--- src/hdl/flash_read_opts_defines.vh ---
// Constants for the octal flash read-option block
`ifndef FLASH_READ_OPTS_DEFINES_VH
`define FLASH_READ_OPTS_DEFINES_VH
`define CFG_ADDR_PATTERN     8'h0a
`define CFG_ADDR_SWITCH      8'h0b
`define CFG_ADDR_DUMMY       8'h01
`define CFG_ADDR_WRAP        8'h02
`define PATTERN_RESET        8'h55
`define SWITCH_SEL_BIT       6
`define SWITCH_RESET         8'hff
`define DUMMY_RESET          8'h1f
`define DUMMY_CODE_ZERO      8'h00
`define TRAIN_FIRST_BIT      3'h7
`define DUMMY_CODE_MAX       8'h1e
`define DUMMY_DEFAULT_CYCLES 5'h10
`define WRAP_RESET           2'h0
`define WRAP_NONE            2'h0
`define WRAP_16              2'h1
`define WRAP_32              2'h2
`define WRAP_64              2'h3
`define MASK_16              6'h0f
`define MASK_32              6'h1f
`define MASK_64              6'h3f
`define DATA_LINE_THREE      3
`endif

--- src/hdl/flash_read_opts.v ---
// Read-path options: wrap addressing, learning pattern, dummy count
// Operation
// - Wrap confines burst to aligned block
// - Wrap counts up then restarts at zero
// - Select bit one: same pattern all lines
// - Select bit zero: line three inverted
// - Host-written pattern becomes training data
// - Pattern shifted out most significant first
// - Pattern resets to 55h, no inversion
// - Dummy codes 1..30; 00h,1Fh give default
`timescale 1ns/10ps
`include "flash_read_opts_defines.vh"
module flash_read_opts #(
   parameter DEPTH = 4
) (
   input  wire       clk_i,
   input  wire       srst_i,
   input  wire       link_clk_i,     // Serial clock from host
   input  wire       cs_n_i,         // Chip select, active low
   input  wire       cfg_we_i,       // Config write strobe
   input  wire [7:0] cfg_addr_i,     // Config byte address
   input  wire [7:0] cfg_wdata_i,    // Config write data
   output reg  [7:0] cfg_rdata_o,    // Config read data
   input  wire       read_start_i,   // Starts an array read burst
   input  wire [5:0] start_addr_i,   // Low start address bits
   input  wire       train_start_i,  // Starts a pattern burst
   output wire [4:0] dummy_cycles_o, // Effective dummy count
   output reg  [5:0] byte_addr_o,    // Array byte address to fetch
   input  wire [7:0] array_data_i,   // Byte at byte_addr_o
   output reg  [7:0] dq_o,           // Data lines out
   output reg        dq_oe_o,        // Data lines driven
   output reg        busy_o          // Burst in progress
);
   localparam ST_IDLE  = 2'h0;
   localparam ST_ARRAY = 2'h1;
   localparam ST_TRAIN = 2'h2;

   reg  [7:0] learning_pattern_r;    // Training byte
   reg  [7:0] switch_cfg_r;          // Byte holding switching_pattern_select
   reg  [7:0] dummy_cfg_r;           // Dummy cycle code
   reg  [4:0] dummy_cycles_r;        // Decoded dummy count
   wire       flush_w;               // Drops prefetched beats at array burst end
   reg  [1:0] wrap_cfg_r;            // Wrap size
   reg  [1:0] state_r;               // Burst state
   reg  [5:0] offs_r;                // Offset within wrap block
   reg  [5:0] base_r;                // Aligned block base
   reg  [2:0] bit_r;                 // Training bit index
   reg        clk_m_r;               // Sync stage one
   reg        clk_s_r;               // Sync stage two
   reg        clk_d_r;               // Previous synced clock
   reg        cs_m_r;                // Chip select sync one
   reg        cs_s_r;                // Chip select sync two
   wire       edge_w;                // Falling link clock edge
   wire       switching_pattern_select;
   wire [5:0] mask_w;
   wire [7:0] fifo_data;
   wire       fifo_valid;
   wire       fifo_ready;
   reg  [7:0] src_data;
   reg        src_valid;

   // Block mask from wrap size; no wrap behaves as a 64-byte window
   function [5:0] wrap_mask;
      input [1:0] sel;
      begin
         case (sel)
            `WRAP_16: wrap_mask = `MASK_16;
            `WRAP_32: wrap_mask = `MASK_32;
            default:  wrap_mask = `MASK_64;
         endcase
      end
   endfunction

   // Training beat: same bit on all lines, line three optionally inverted
   function [7:0] train_beat;
      input b;
      input sel;
      begin
         train_beat = {8{b}};
         if (!sel) begin
            train_beat[`DATA_LINE_THREE] = ~b;
         end
      end
   endfunction

   // Dummy code to cycle count; zero and codes past 30 fall back to default
   function [4:0] dummy_decode;
      input [7:0] code;
      begin
         if (code == `DUMMY_CODE_ZERO || code > `DUMMY_CODE_MAX) begin
            dummy_decode = `DUMMY_DEFAULT_CYCLES;
         end else begin
            dummy_decode = code[4:0];
         end
      end
   endfunction

   assign switching_pattern_select = switch_cfg_r[`SWITCH_SEL_BIT];
   assign mask_w = wrap_mask(wrap_cfg_r);
   assign edge_w = clk_d_r & ~clk_s_r;
   // Host must pick a count suited to its clock; we only report it
   assign dummy_cycles_o = dummy_cycles_r;
   // Leftover prefetch must not leak into the next burst
   assign flush_w = (state_r == ST_ARRAY) & ~read_start_i & cs_s_r;

   ////////////////////////////////////////////////////////////////
   // Synchronise link clock and chip select
   always @(posedge clk_i) begin
      if (srst_i) begin
         clk_m_r <= 1'b0;
         clk_s_r <= 1'b0;
         clk_d_r <= 1'b0;
         cs_m_r  <= 1'b1;
         cs_s_r  <= 1'b1;
      end else begin
         clk_m_r <= link_clk_i;
         clk_s_r <= clk_m_r;
         clk_d_r <= clk_s_r;
         cs_m_r  <= cs_n_i;
         cs_s_r  <= cs_m_r;
      end
   end

   ////////////////////////////////////////////////////////////////
   // Configuration bytes; the dummy count is decoded as it is written
   always @(posedge clk_i) begin
      if (srst_i) begin
         learning_pattern_r <= `PATTERN_RESET;
         switch_cfg_r       <= `SWITCH_RESET;
         dummy_cfg_r        <= `DUMMY_RESET;
         dummy_cycles_r     <= `DUMMY_DEFAULT_CYCLES;
         wrap_cfg_r         <= `WRAP_RESET;
      end else if (cfg_we_i) begin
         case (cfg_addr_i)
            `CFG_ADDR_PATTERN: learning_pattern_r <= cfg_wdata_i;
            `CFG_ADDR_SWITCH:  switch_cfg_r       <= cfg_wdata_i;
            `CFG_ADDR_DUMMY: begin
               dummy_cfg_r    <= cfg_wdata_i;
               dummy_cycles_r <= dummy_decode(cfg_wdata_i);
            end
            `CFG_ADDR_WRAP:    wrap_cfg_r         <= cfg_wdata_i[1:0];
            default:           ;                                 // Unmapped ignored
         endcase
      end
   end

   // Registered read back, one clock behind the address; unmapped read zero
   always @(posedge clk_i) begin
      if (srst_i) begin
         cfg_rdata_o <= 8'h00;
      end else begin
         case (cfg_addr_i)
            `CFG_ADDR_PATTERN: cfg_rdata_o <= learning_pattern_r;
            `CFG_ADDR_SWITCH:  cfg_rdata_o <= switch_cfg_r;
            `CFG_ADDR_DUMMY:   cfg_rdata_o <= dummy_cfg_r;
            `CFG_ADDR_WRAP:    cfg_rdata_o <= {6'h00, wrap_cfg_r};
            default:           cfg_rdata_o <= 8'h00;
         endcase
      end
   end

   ////////////////////////////////////////////////////////////////
   // Burst sequencer; a beat is produced only when the FIFO has room
   always @(posedge clk_i) begin
      if (srst_i) begin
         state_r     <= ST_IDLE;
         offs_r      <= 6'h00;
         base_r      <= 6'h00;
         bit_r       <= `TRAIN_FIRST_BIT;
         byte_addr_o <= 6'h00;
         busy_o      <= 1'b0;
      end else begin
         case (state_r)
            ST_IDLE: begin
               busy_o <= 1'b0;
               if (read_start_i) begin
                  // Aligned block base, offset inside it
                  base_r      <= start_addr_i & ~mask_w;
                  offs_r      <= start_addr_i & mask_w;
                  byte_addr_o <= start_addr_i;
                  busy_o      <= 1'b1;
                  state_r     <= ST_ARRAY;
               end else if (train_start_i) begin
                  bit_r   <= `TRAIN_FIRST_BIT;
                  busy_o  <= 1'b1;
                  state_r <= ST_TRAIN;
               end
            end
            ST_ARRAY: begin
               if (read_start_i == 1'b0 && cs_s_r) begin
                  state_r <= ST_IDLE;
               end else if (fifo_ready) begin
                  // Past the last byte the offset returns to zero
                  offs_r      <= (offs_r + 6'h01) & mask_w;
                  byte_addr_o <= base_r | ((offs_r + 6'h01) & mask_w);
               end
            end
            ST_TRAIN: begin
               if (fifo_ready) begin
                  bit_r <= bit_r - 3'h1;
                  if (bit_r == 3'h0) begin
                     state_r <= ST_IDLE;
                  end
               end
            end
            default: state_r <= ST_IDLE;
         endcase
      end
   end

   // Beat source feeding the FIFO
   always @* begin
      src_valid = 1'b0;
      src_data  = 8'h00;
      case (state_r)
         ST_ARRAY: begin
            src_valid = ~(read_start_i == 1'b0 && cs_s_r);
            src_data  = array_data_i;
         end
         ST_TRAIN: begin
            src_valid = 1'b1;
            src_data  = train_beat(learning_pattern_r[bit_r],
                                   switching_pattern_select);
         end
         default: ;
      endcase
   end

   sample_fifo #(
      .WIDTH (8),
      .DEPTH (DEPTH),
      .AW    (2)
   ) u_fifo (
      .clk_i       (clk_i),
      .srst_i      (srst_i | flush_w),
      .in_data_i   (src_data),
      .in_valid_i  (src_valid),
      .in_ready_o  (fifo_ready),
      .out_data_o  (fifo_data),
      .out_valid_o (fifo_valid),
      .out_ready_i (edge_w & ~cs_s_r)
   );

   ////////////////////////////////////////////////////////////////
   // Drive a beat per falling link clock edge while selected
   always @(posedge clk_i) begin
      if (srst_i) begin
         dq_o    <= 8'h00;
         dq_oe_o <= 1'b0;
      end else begin
         dq_oe_o <= ~cs_s_r;
         if (edge_w & ~cs_s_r & fifo_valid) begin
            dq_o <= fifo_data;
         end
      end
   end
endmodule // flash_read_opts

--- src/hdl/sample_fifo.v ---
// Small valid/ready FIFO used on the read data path
`timescale 1ns/10ps
module sample_fifo #(
   parameter WIDTH = 8,
   parameter DEPTH = 4,
   parameter AW    = 2
) (
   input  wire             clk_i,
   input  wire             srst_i,
   input  wire [WIDTH-1:0] in_data_i,
   input  wire             in_valid_i,
   output wire             in_ready_o,
   output wire [WIDTH-1:0] out_data_o,
   output wire             out_valid_o,
   input  wire             out_ready_i
);
   reg [WIDTH-1:0] mem_r [0:DEPTH-1]; // Storage
   reg [AW-1:0]    wp_r;              // Write pointer
   reg [AW-1:0]    rp_r;              // Read pointer
   reg [AW:0]      cnt_r;             // Fill level
   wire            push;
   wire            pop;
   assign in_ready_o  = (cnt_r != DEPTH[AW:0]);
   assign out_valid_o = (cnt_r != {(AW+1){1'b0}});
   assign out_data_o  = mem_r[rp_r];
   assign push = in_valid_i & in_ready_o;
   assign pop  = out_valid_o & out_ready_i;
   ////////////////////////////////////////////////////////////////
   // Pointers and level
   always @(posedge clk_i) begin
      if (srst_i) begin
         wp_r  <= {AW{1'b0}};
         rp_r  <= {AW{1'b0}};
         cnt_r <= {(AW+1){1'b0}};
      end else begin
         if (push) begin
            mem_r[wp_r] <= in_data_i;
            wp_r        <= wp_r + 1'b1;
         end
         if (pop) begin
            rp_r <= rp_r + 1'b1;
         end
         // Simultaneous push and pop keeps the level
         if (push & ~pop) begin
            cnt_r <= cnt_r + 1'b1;
         end else if (pop & ~push) begin
            cnt_r <= cnt_r - 1'b1;
         end
      end
   end
endmodule // sample_fifo

--- config.mk ---
export PLATFORM = sky130hd
export DESIGN_NAME = flash_read_opts
export DESIGN_NICKNAME = d
export VERILOG_FILES = /design/src/hdl/flash_read_opts.v /design/src/hdl/sample_fifo.v
export VERILOG_INCLUDE_DIRS = /design/src /design/src/hdl
export SDC_FILE = /design/constraint.sdc
export NUM_CORES = 1
export LEC_CHECK = 0
export BUFFER_PORTS_ARGS = -buffer_cell sky130_fd_sc_hd__buf_2
export CAP_MARGIN = 20
export CORE_MARGIN = 2
export CORE_UTILIZATION = 40
export DETAILED_ROUTE_END_ITERATION = 7
export PLACE_DENSITY = 0.68
export SKIP_LAST_GASP = 1
export SLEW_MARGIN = 20
export SYNTH_ARGS = -nofsm -noshare
export SYNTH_HDL_FRONTEND = slang
export SYNTH_SLANG_ARGS = --single-unit
--- constraint.sdc ---
create_clock -name clk_i -period 3 [get_ports clk_i]
set_input_delay 0.3 -clock clk_i [delete_from_list [all_inputs] [get_ports clk_i]]
set_output_delay 0.3 -clock clk_i [all_outputs]
set_load 0.005 [all_outputs]
Yosys cells after proc, flatten, opt, wreduce, memory -nomap -nowiden
Memory sizes are Yosys's and may differ from the RTL's. A register that Yosys moved wholly into a read port is not among the register bits.
Index checks and enable logic that the tools add are counted.
- reduce and logical (&&, ||, !) cells: 17
- multipliers: 0
- muxes and demuxes: 33
- magnitude comparators: 2
- add/sub/neg operators: 6
- equal/unequal tests: 18
- shift-type cells: 0
- bitwise gates (word level): 21
- divide/modulo/power cells: 0
- operator list (cell ; count):
    $mux 6 ; 6
    $pmux 6 s2 ; 3
    $pmux 8 s4 ; 1
    $and 6x6->6 ; 3
    $eq 8x4->1 const B ; 2
    $pmux 8 s2 ; 1
    $mux 3 ; 5
    $reduce_and 4->1 ; 3
    $mux 2 ; 5
    $ne 2x2->1 const B ; 5
    $reduce_and 2->1 ; 5
    $and 1x1->1 ; 8
    $eq 8x1->1 const B ; 1
    $eq 8x2->1 const B ; 1
    $gt 8x5->1 const B ; 1
    $logic_not 8->1 ; 1
    $mux 1 ; 7
    $not 1->1 ; 7
    $add 6x1->6 const B ; 1
    $ne 2x1->1 const B ; 3
    $ne 3x3->1 const B ; 2
    $not 6->6 ; 1
    $or 6x6->6 ; 1
    $pmux 2 s3 ; 1
    17 further kinds ; 23
- memory bits (writable): 32
- output and inout bits: 29
- input port bits: 37
- bits in read-only memories: 0
- bits in latches: 0
- memories kept: 1
- flip-flop bits (word level): 76
- memories (memory ; words ; width ; rd ports ; clocked after Yosys merged registers in ; write ports ; RTL line ; RTL):
    u_fifo.mem_r ; 4 ; 8 ; 1 ; 1 ; 1 ; sample_fifo.v:17 ; reg [WIDTH-1:0] mem_r [0:DEPTH-1];

Logic depth before layout (Yosys ltp)
- word-level depth: 9
- mapped depth: 11
- mapped depth without buffers: 10

Hierarchy
A second synthesis with hierarchy kept.
- cells, all modules: 462
- area total of the unflattened synthesis: 4868.4 µm²
- by module, submodules not included (module ; instances ; area an instance (µm²) ; cells an instance):
    flash_read_opts ; 1 ; 3233.1 ; 372
    sample_fifo ; 1 ; 1635.3 ; 90

Worst setup path after synthesis
Ideal clock, no wire load.
- kind: reg-to-reg
- start: register u_fifo.cnt_r[0]
- end: register u_fifo.cnt_r[2]
- library setup time: 0.072 ns
- period minus slack after synthesis: 2.326 ns
- cell stages (with the launch flop): 10
- path slack: 0.674 ns
- arrival: 2.255 ns
- path through: dfxtp_1 -> or3_1 -> nand3_1 -> buf_2 -> ha_1 -> inv_1 -> fa_1 -> xor2_1 -> or3_1 -> a21oi_1
- longest elaborated chain between the ends: 5
- ends and longest elaborated chain (item ; RTL line ; RTL):
    start: declaration ; sample_fifo.v:20 ; reg [AW:0] cnt_r;
    start signal: assignment ; sample_fifo.v:34 ; cnt_r <= {(AW+1){1'b0}};
    start signal: assignment ; sample_fifo.v:45 ; cnt_r <= cnt_r + 1'b1;
    start signal: assignment ; sample_fifo.v:47 ; cnt_r <= cnt_r - 1'b1;
    parallel branches: the longest is 5 deep, another holds $sub 3x1->3 ; n/a ;
Several ways; the timed one is not identified. The select of a mux whose other input is x is not followed.
A chain may end at the register's enable or synchronous reset.

Worst setup path in the final report
- start: register state_r[0]
- end: register u_fifo.cnt_r[2]
- longest elaborated chain between the ends: 6
- ends and longest elaborated chain (item ; RTL line ; RTL):
    start: declaration ; flash_read_opts.v:44 ; reg [1:0] state_r;
    start signal: assignment ; flash_read_opts.v:166 ; state_r <= ST_IDLE;
    start signal: assignment ; flash_read_opts.v:182 ; state_r <= ST_ARRAY;
    start signal: assignment ; flash_read_opts.v:186 ; state_r <= ST_TRAIN;
    $eq 2x2->1 or $eq 2x1->1 (tied branches) ; flash_read_opts.v:215 ; case (state_r)
    $pmux 1 s2 * ; flash_read_opts.v:215 ;
    $and 1x1->1 * ; sample_fifo.v:26 ; assign push = in_valid_i & in_ready_o;
    net u_fifo.push ; sample_fifo.v:21 ; wire push;
    $not 1->1 ; sample_fifo.v:46 ; end else if (pop & ~push) begin
    $and 1x1->1 ; sample_fifo.v:46 ;
    $reduce_bool 2->1 (no line) ; n/a ;
Mark *: on every way through the listed nets, which the timed path passes. The rest lies on a longest branch.

==> results.py <==
metrics = {
    "run_status": {
        "status": "finished, final reports clean",
    },
    "sta": {
        "least_margin_pin_slew_ns": 0.654,
        "final_count_of_hold_timing_violations": 0,
        "finClkSkew_ns": 0.00614,
        "final_period_minus_worst_setup_slack_ns": 2.58,
        "rsz_0062_raised_after_global_routing": "no",
        "final_min_period_over_clock_period_pct": 86.1,
        "hold_ws_ns": 0.133,
        "fmaxAchievable_mhz": 387,
        "slew_viol_final": 0,
        "tns_ns": 0,
        "timing.max_slew.rel_slack_pct": 56.4,
        "setup_viol": 0,
    },
    "clocking": {
        "clock_sinks": 108,
        "cts.clk_slew.worst_paths_ns": 0.08,
        "post-cts-setup-buffers": 0,
        "ctsLongestPathBuffers": 2,
        "ctsResizeCount": 0,
        "insertion_delay_ns": 0.35,
        "htreeDepth": 3,
        "cts_hold_buffers": 0,
        "cts_root_buffer": "sky130_fd_sc_hd__clkbuf_16",
        "cts_made_buffers": 9,
        "cts_tree": "built",
    },
    "die": {
        "die_width_um": 114,
        "floorplan.rows": 40,
        "core_mm2": 0.0120,
        "design.die.area_mm2": 0.0131,
        "initial_utilization_pct": 40.8,
        "floorplan.io_pins": 66,
        "die-height_um": 114,
    },
    "synthesis": {
        "synthMostInstantiatedCell": "sky130_fd_sc_hd__dfxtp_1",
        "synthDistinctLibCells": 62,
        "yosys_most_used_dff": "sky130_fd_sc_hd__dfxtp_1",
        "synth_seq_cells": 108,
        "synth.top_cells.by_count": "sky130_fd_sc_hd__dfxtp_1, sky130_fd_sc_hd__nand2_1, sky130_fd_sc_hd__nor2_1",
        "synth.top_cell.area_share_pct": 31.2,
        "postSynth.asyncResetShare_pct": 0,
        "post_synth_main_area_contributors": "sky130_fd_sc_hd__dfxtp_1, sky130_fd_sc_hd__edfxtp_1, sky130_fd_sc_hd__mux2i_1",
        "area_leader_netlist": "sky130_fd_sc_hd__dfxtp_1",
        "synth-edff-count": 32,
        "synthesis.yosys.warnings": 0,
        "post_synth_inst_count": 463,
        "synthesis.area_mm2": 0.00488,
        "synth.avg_cell_area_um2": 10.5,
        "synth.yosys.seq_area_share_pct": 50.9,
        "synthesis.nets": 514,
    },
    "global_route": {
        "antenna_violations_before_repair": 0,
        "pin_count_of_the_biggest_net_entering_global_routing": 31,
        "number_of_global_route_vias_before_repair": 3358,
        "globalRouteTotalUtil_pct": 16.0,
        "grt.overflow.total": 0,
        "grt_pass1_wl_mm": 16.3,
    },
    "worst_hold_path": {
        "hold-path-cell-count": 2,
        "min-delay-path-class": "in2reg",
    },
    "drt": {
        "detail_route.wl_per_cell_um": 15.3,
        "wirelength_mm": 10.3,
        "routed-via-count": 3565,
        "drtAntennaViolNets": 0,
        "detailedRoute.firstIterationViolations": 168,
        "drc": 0,
        "via_per_inst": 5.32,
        "first_pass_iters": 4,
    },
    "pwr": {
        "cellPowerDensity_mw_per_mm2": 562,
        "power_leakage_uw": 0.00233,
        "p_total_uw": 3130,
        "worst_ir_drop_vdd_mv": 0.279,
    },
    "setup_path": {
        "crit_type": "reg2reg",
        "timing.critical_path.from_type": "flop",
        "worst-r2r-cell-count": 10,
        "timing.critical_path.fanout_max": 12,
        "worst_setup_path_end_kind": "flop",
        "crit_required_ns": 3.28,
        "cp_data_arrival_time_ns": 2.86,
    },
    "cells_and_area": {
        "final_nets": 569,
        "area_grow_syn2layout_pct": 14.1,
        "antenna-diode-count": 0,
        "drive_gt1_share_pct": 21.4,
    },
    "place": {
        "detailed_place_hpwl_mm": 7.38,
        "port_buffers": 65,
        "gp_congestion": 0.820,
    },
    "job": {
        "cap_viol_max_count": 0,
    },
}
## final timing paths
| check | slack, ns | startpoint | endpoint |
|---|---|---|---|
| setup / recovery | 0.42 | state_r[0]$_SDFFE_PP0P_ | u_fifo.cnt_r[2]$_SDFFE_PP0P_ |
| setup reg to reg | 0.42 | state_r[0]$_SDFFE_PP0P_ | u_fifo.cnt_r[2]$_SDFFE_PP0P_ |
| hold reg to reg | 0.41 | cs_m_r$_SDFF_PP1_ | cs_s_r$_SDFF_PP1_ |
| hold / removal | 0.13 | cs_n_i | cs_m_r$_SDFF_PP1_ |
## metrics by stage
stage               std cells  utilization (%)  worst slack [ns]  cell area [um2]
global route              670             46.6             0.288             5570
detailed placement        654             44.2             0.473             5290
global placement          654             44.2             0.599             5290
floorplan                 463                -             0.674             4880
finish                    670             46.6             0.418             5570
CTS                       670             46.6             0.447             5570
## layout make-up
class	instances	area, um2
fill	1108	6390
sequential	108	2480
multi-input combinational	309	2180
timing repair buffer	70	363
clock buffer	9	225
tap	147	184
inverter	20	75.1
clock inverter	7	57.6
## power breakdown
| group | switching (uW) | total [uW] | internal [uW] |
|---|---|---|---|
| clock | 570 | 1150 | 576 |
| combinational | 234 | 405 | 171 |
| sequential | 36.1 | 1580 | 1540 |
| total | 840 | 3130 | 2290 |
## per-layer routing
layer	share of wire (%)	global-route usage, %	vias up	wire, um
met5	0	0	-	0
met4	1.5	6.34	0	158
met3	4.7	3.49	13	477
met2	46	24.5	79	4680
met1	48	22.2	1719	4950
li1	-	-	1754	-
## critical path, stage by stage, from the launching register on
cell,delay (ns)
sky130_fd_sc_hd__dfxtp_1,0.40
sky130_fd_sc_hd__inv_1,0.08
sky130_fd_sc_hd__ha_1,0.47
sky130_fd_sc_hd__nand2_1,0.15
sky130_fd_sc_hd__nor2_1,0.12
sky130_fd_sc_hd__ha_1,0.20
sky130_fd_sc_hd__inv_1,0.06
sky130_fd_sc_hd__fa_1,0.37
sky130_fd_sc_hd__xor2_1,0.18
sky130_fd_sc_hd__or3_1,0.31
sky130_fd_sc_hd__a21oi_1,0.18
## sequential cells by signal, indices dropped and copies added (netlist names), 5 cells and up
name                cells
learning_pattern_r      8
byte_addr_o             6
dummy_cycles_o          5
dummy_cfg_r             8
cfg_rdata_o             8
switch_cfg_r            8
dq_o                    8
u_fifo.mem_r           32
## logic make-up after synthesis
logic type / share of synthesized area [%]
XOR/XNOR: 1.26
multiplexers: 12.5
AND/OR/NAND/NOR: 16.6
adder cells (fa/ha/maj): 3.74
buffers and inverters: 4.41
flip-flops: 50.9
AO/OA/AOI/OAI: 10.6
## cells in the final DEF, fill, tap and decap left out, drive strengths merged, types with 2 or more instances in the layout
cell | synthesis | final
nand3 | 20 | 20
or3 | 3 | 3
inv | 20 | 23
nand4 | 6 | 6
clkinvlp | 0 | 3
a21boi | 8 | 8
o21ai | 11 | 11
a21oi | 22 | 22
a31oi | 2 | 2
nor3b | 3 | 3
nand2b | 5 | 5
nand3b | 3 | 3
a22o | 6 | 6
nor2b | 5 | 5
xnor2 | 3 | 3
xor2 | 4 | 4
mux2i | 34 | 34
mux4 | 9 | 9
a221oi | 2 | 2
or2 | 2 | 2
o211ai | 3 | 3
nor2 | 47 | 47
a32o | 2 | 2
buf | 13 | 70
nand2 | 50 | 50
edfxtp | 32 | 32
nor4 | 3 | 3
and3 | 4 | 4
nor3 | 3 | 3
dfxtp | 76 | 76
and2 | 7 | 7
mux2 | 6 | 6
ha | 13 | 13
a22oi | 4 | 4
clkbuf | 13 | 9
(Power assumes the default switching activity.)
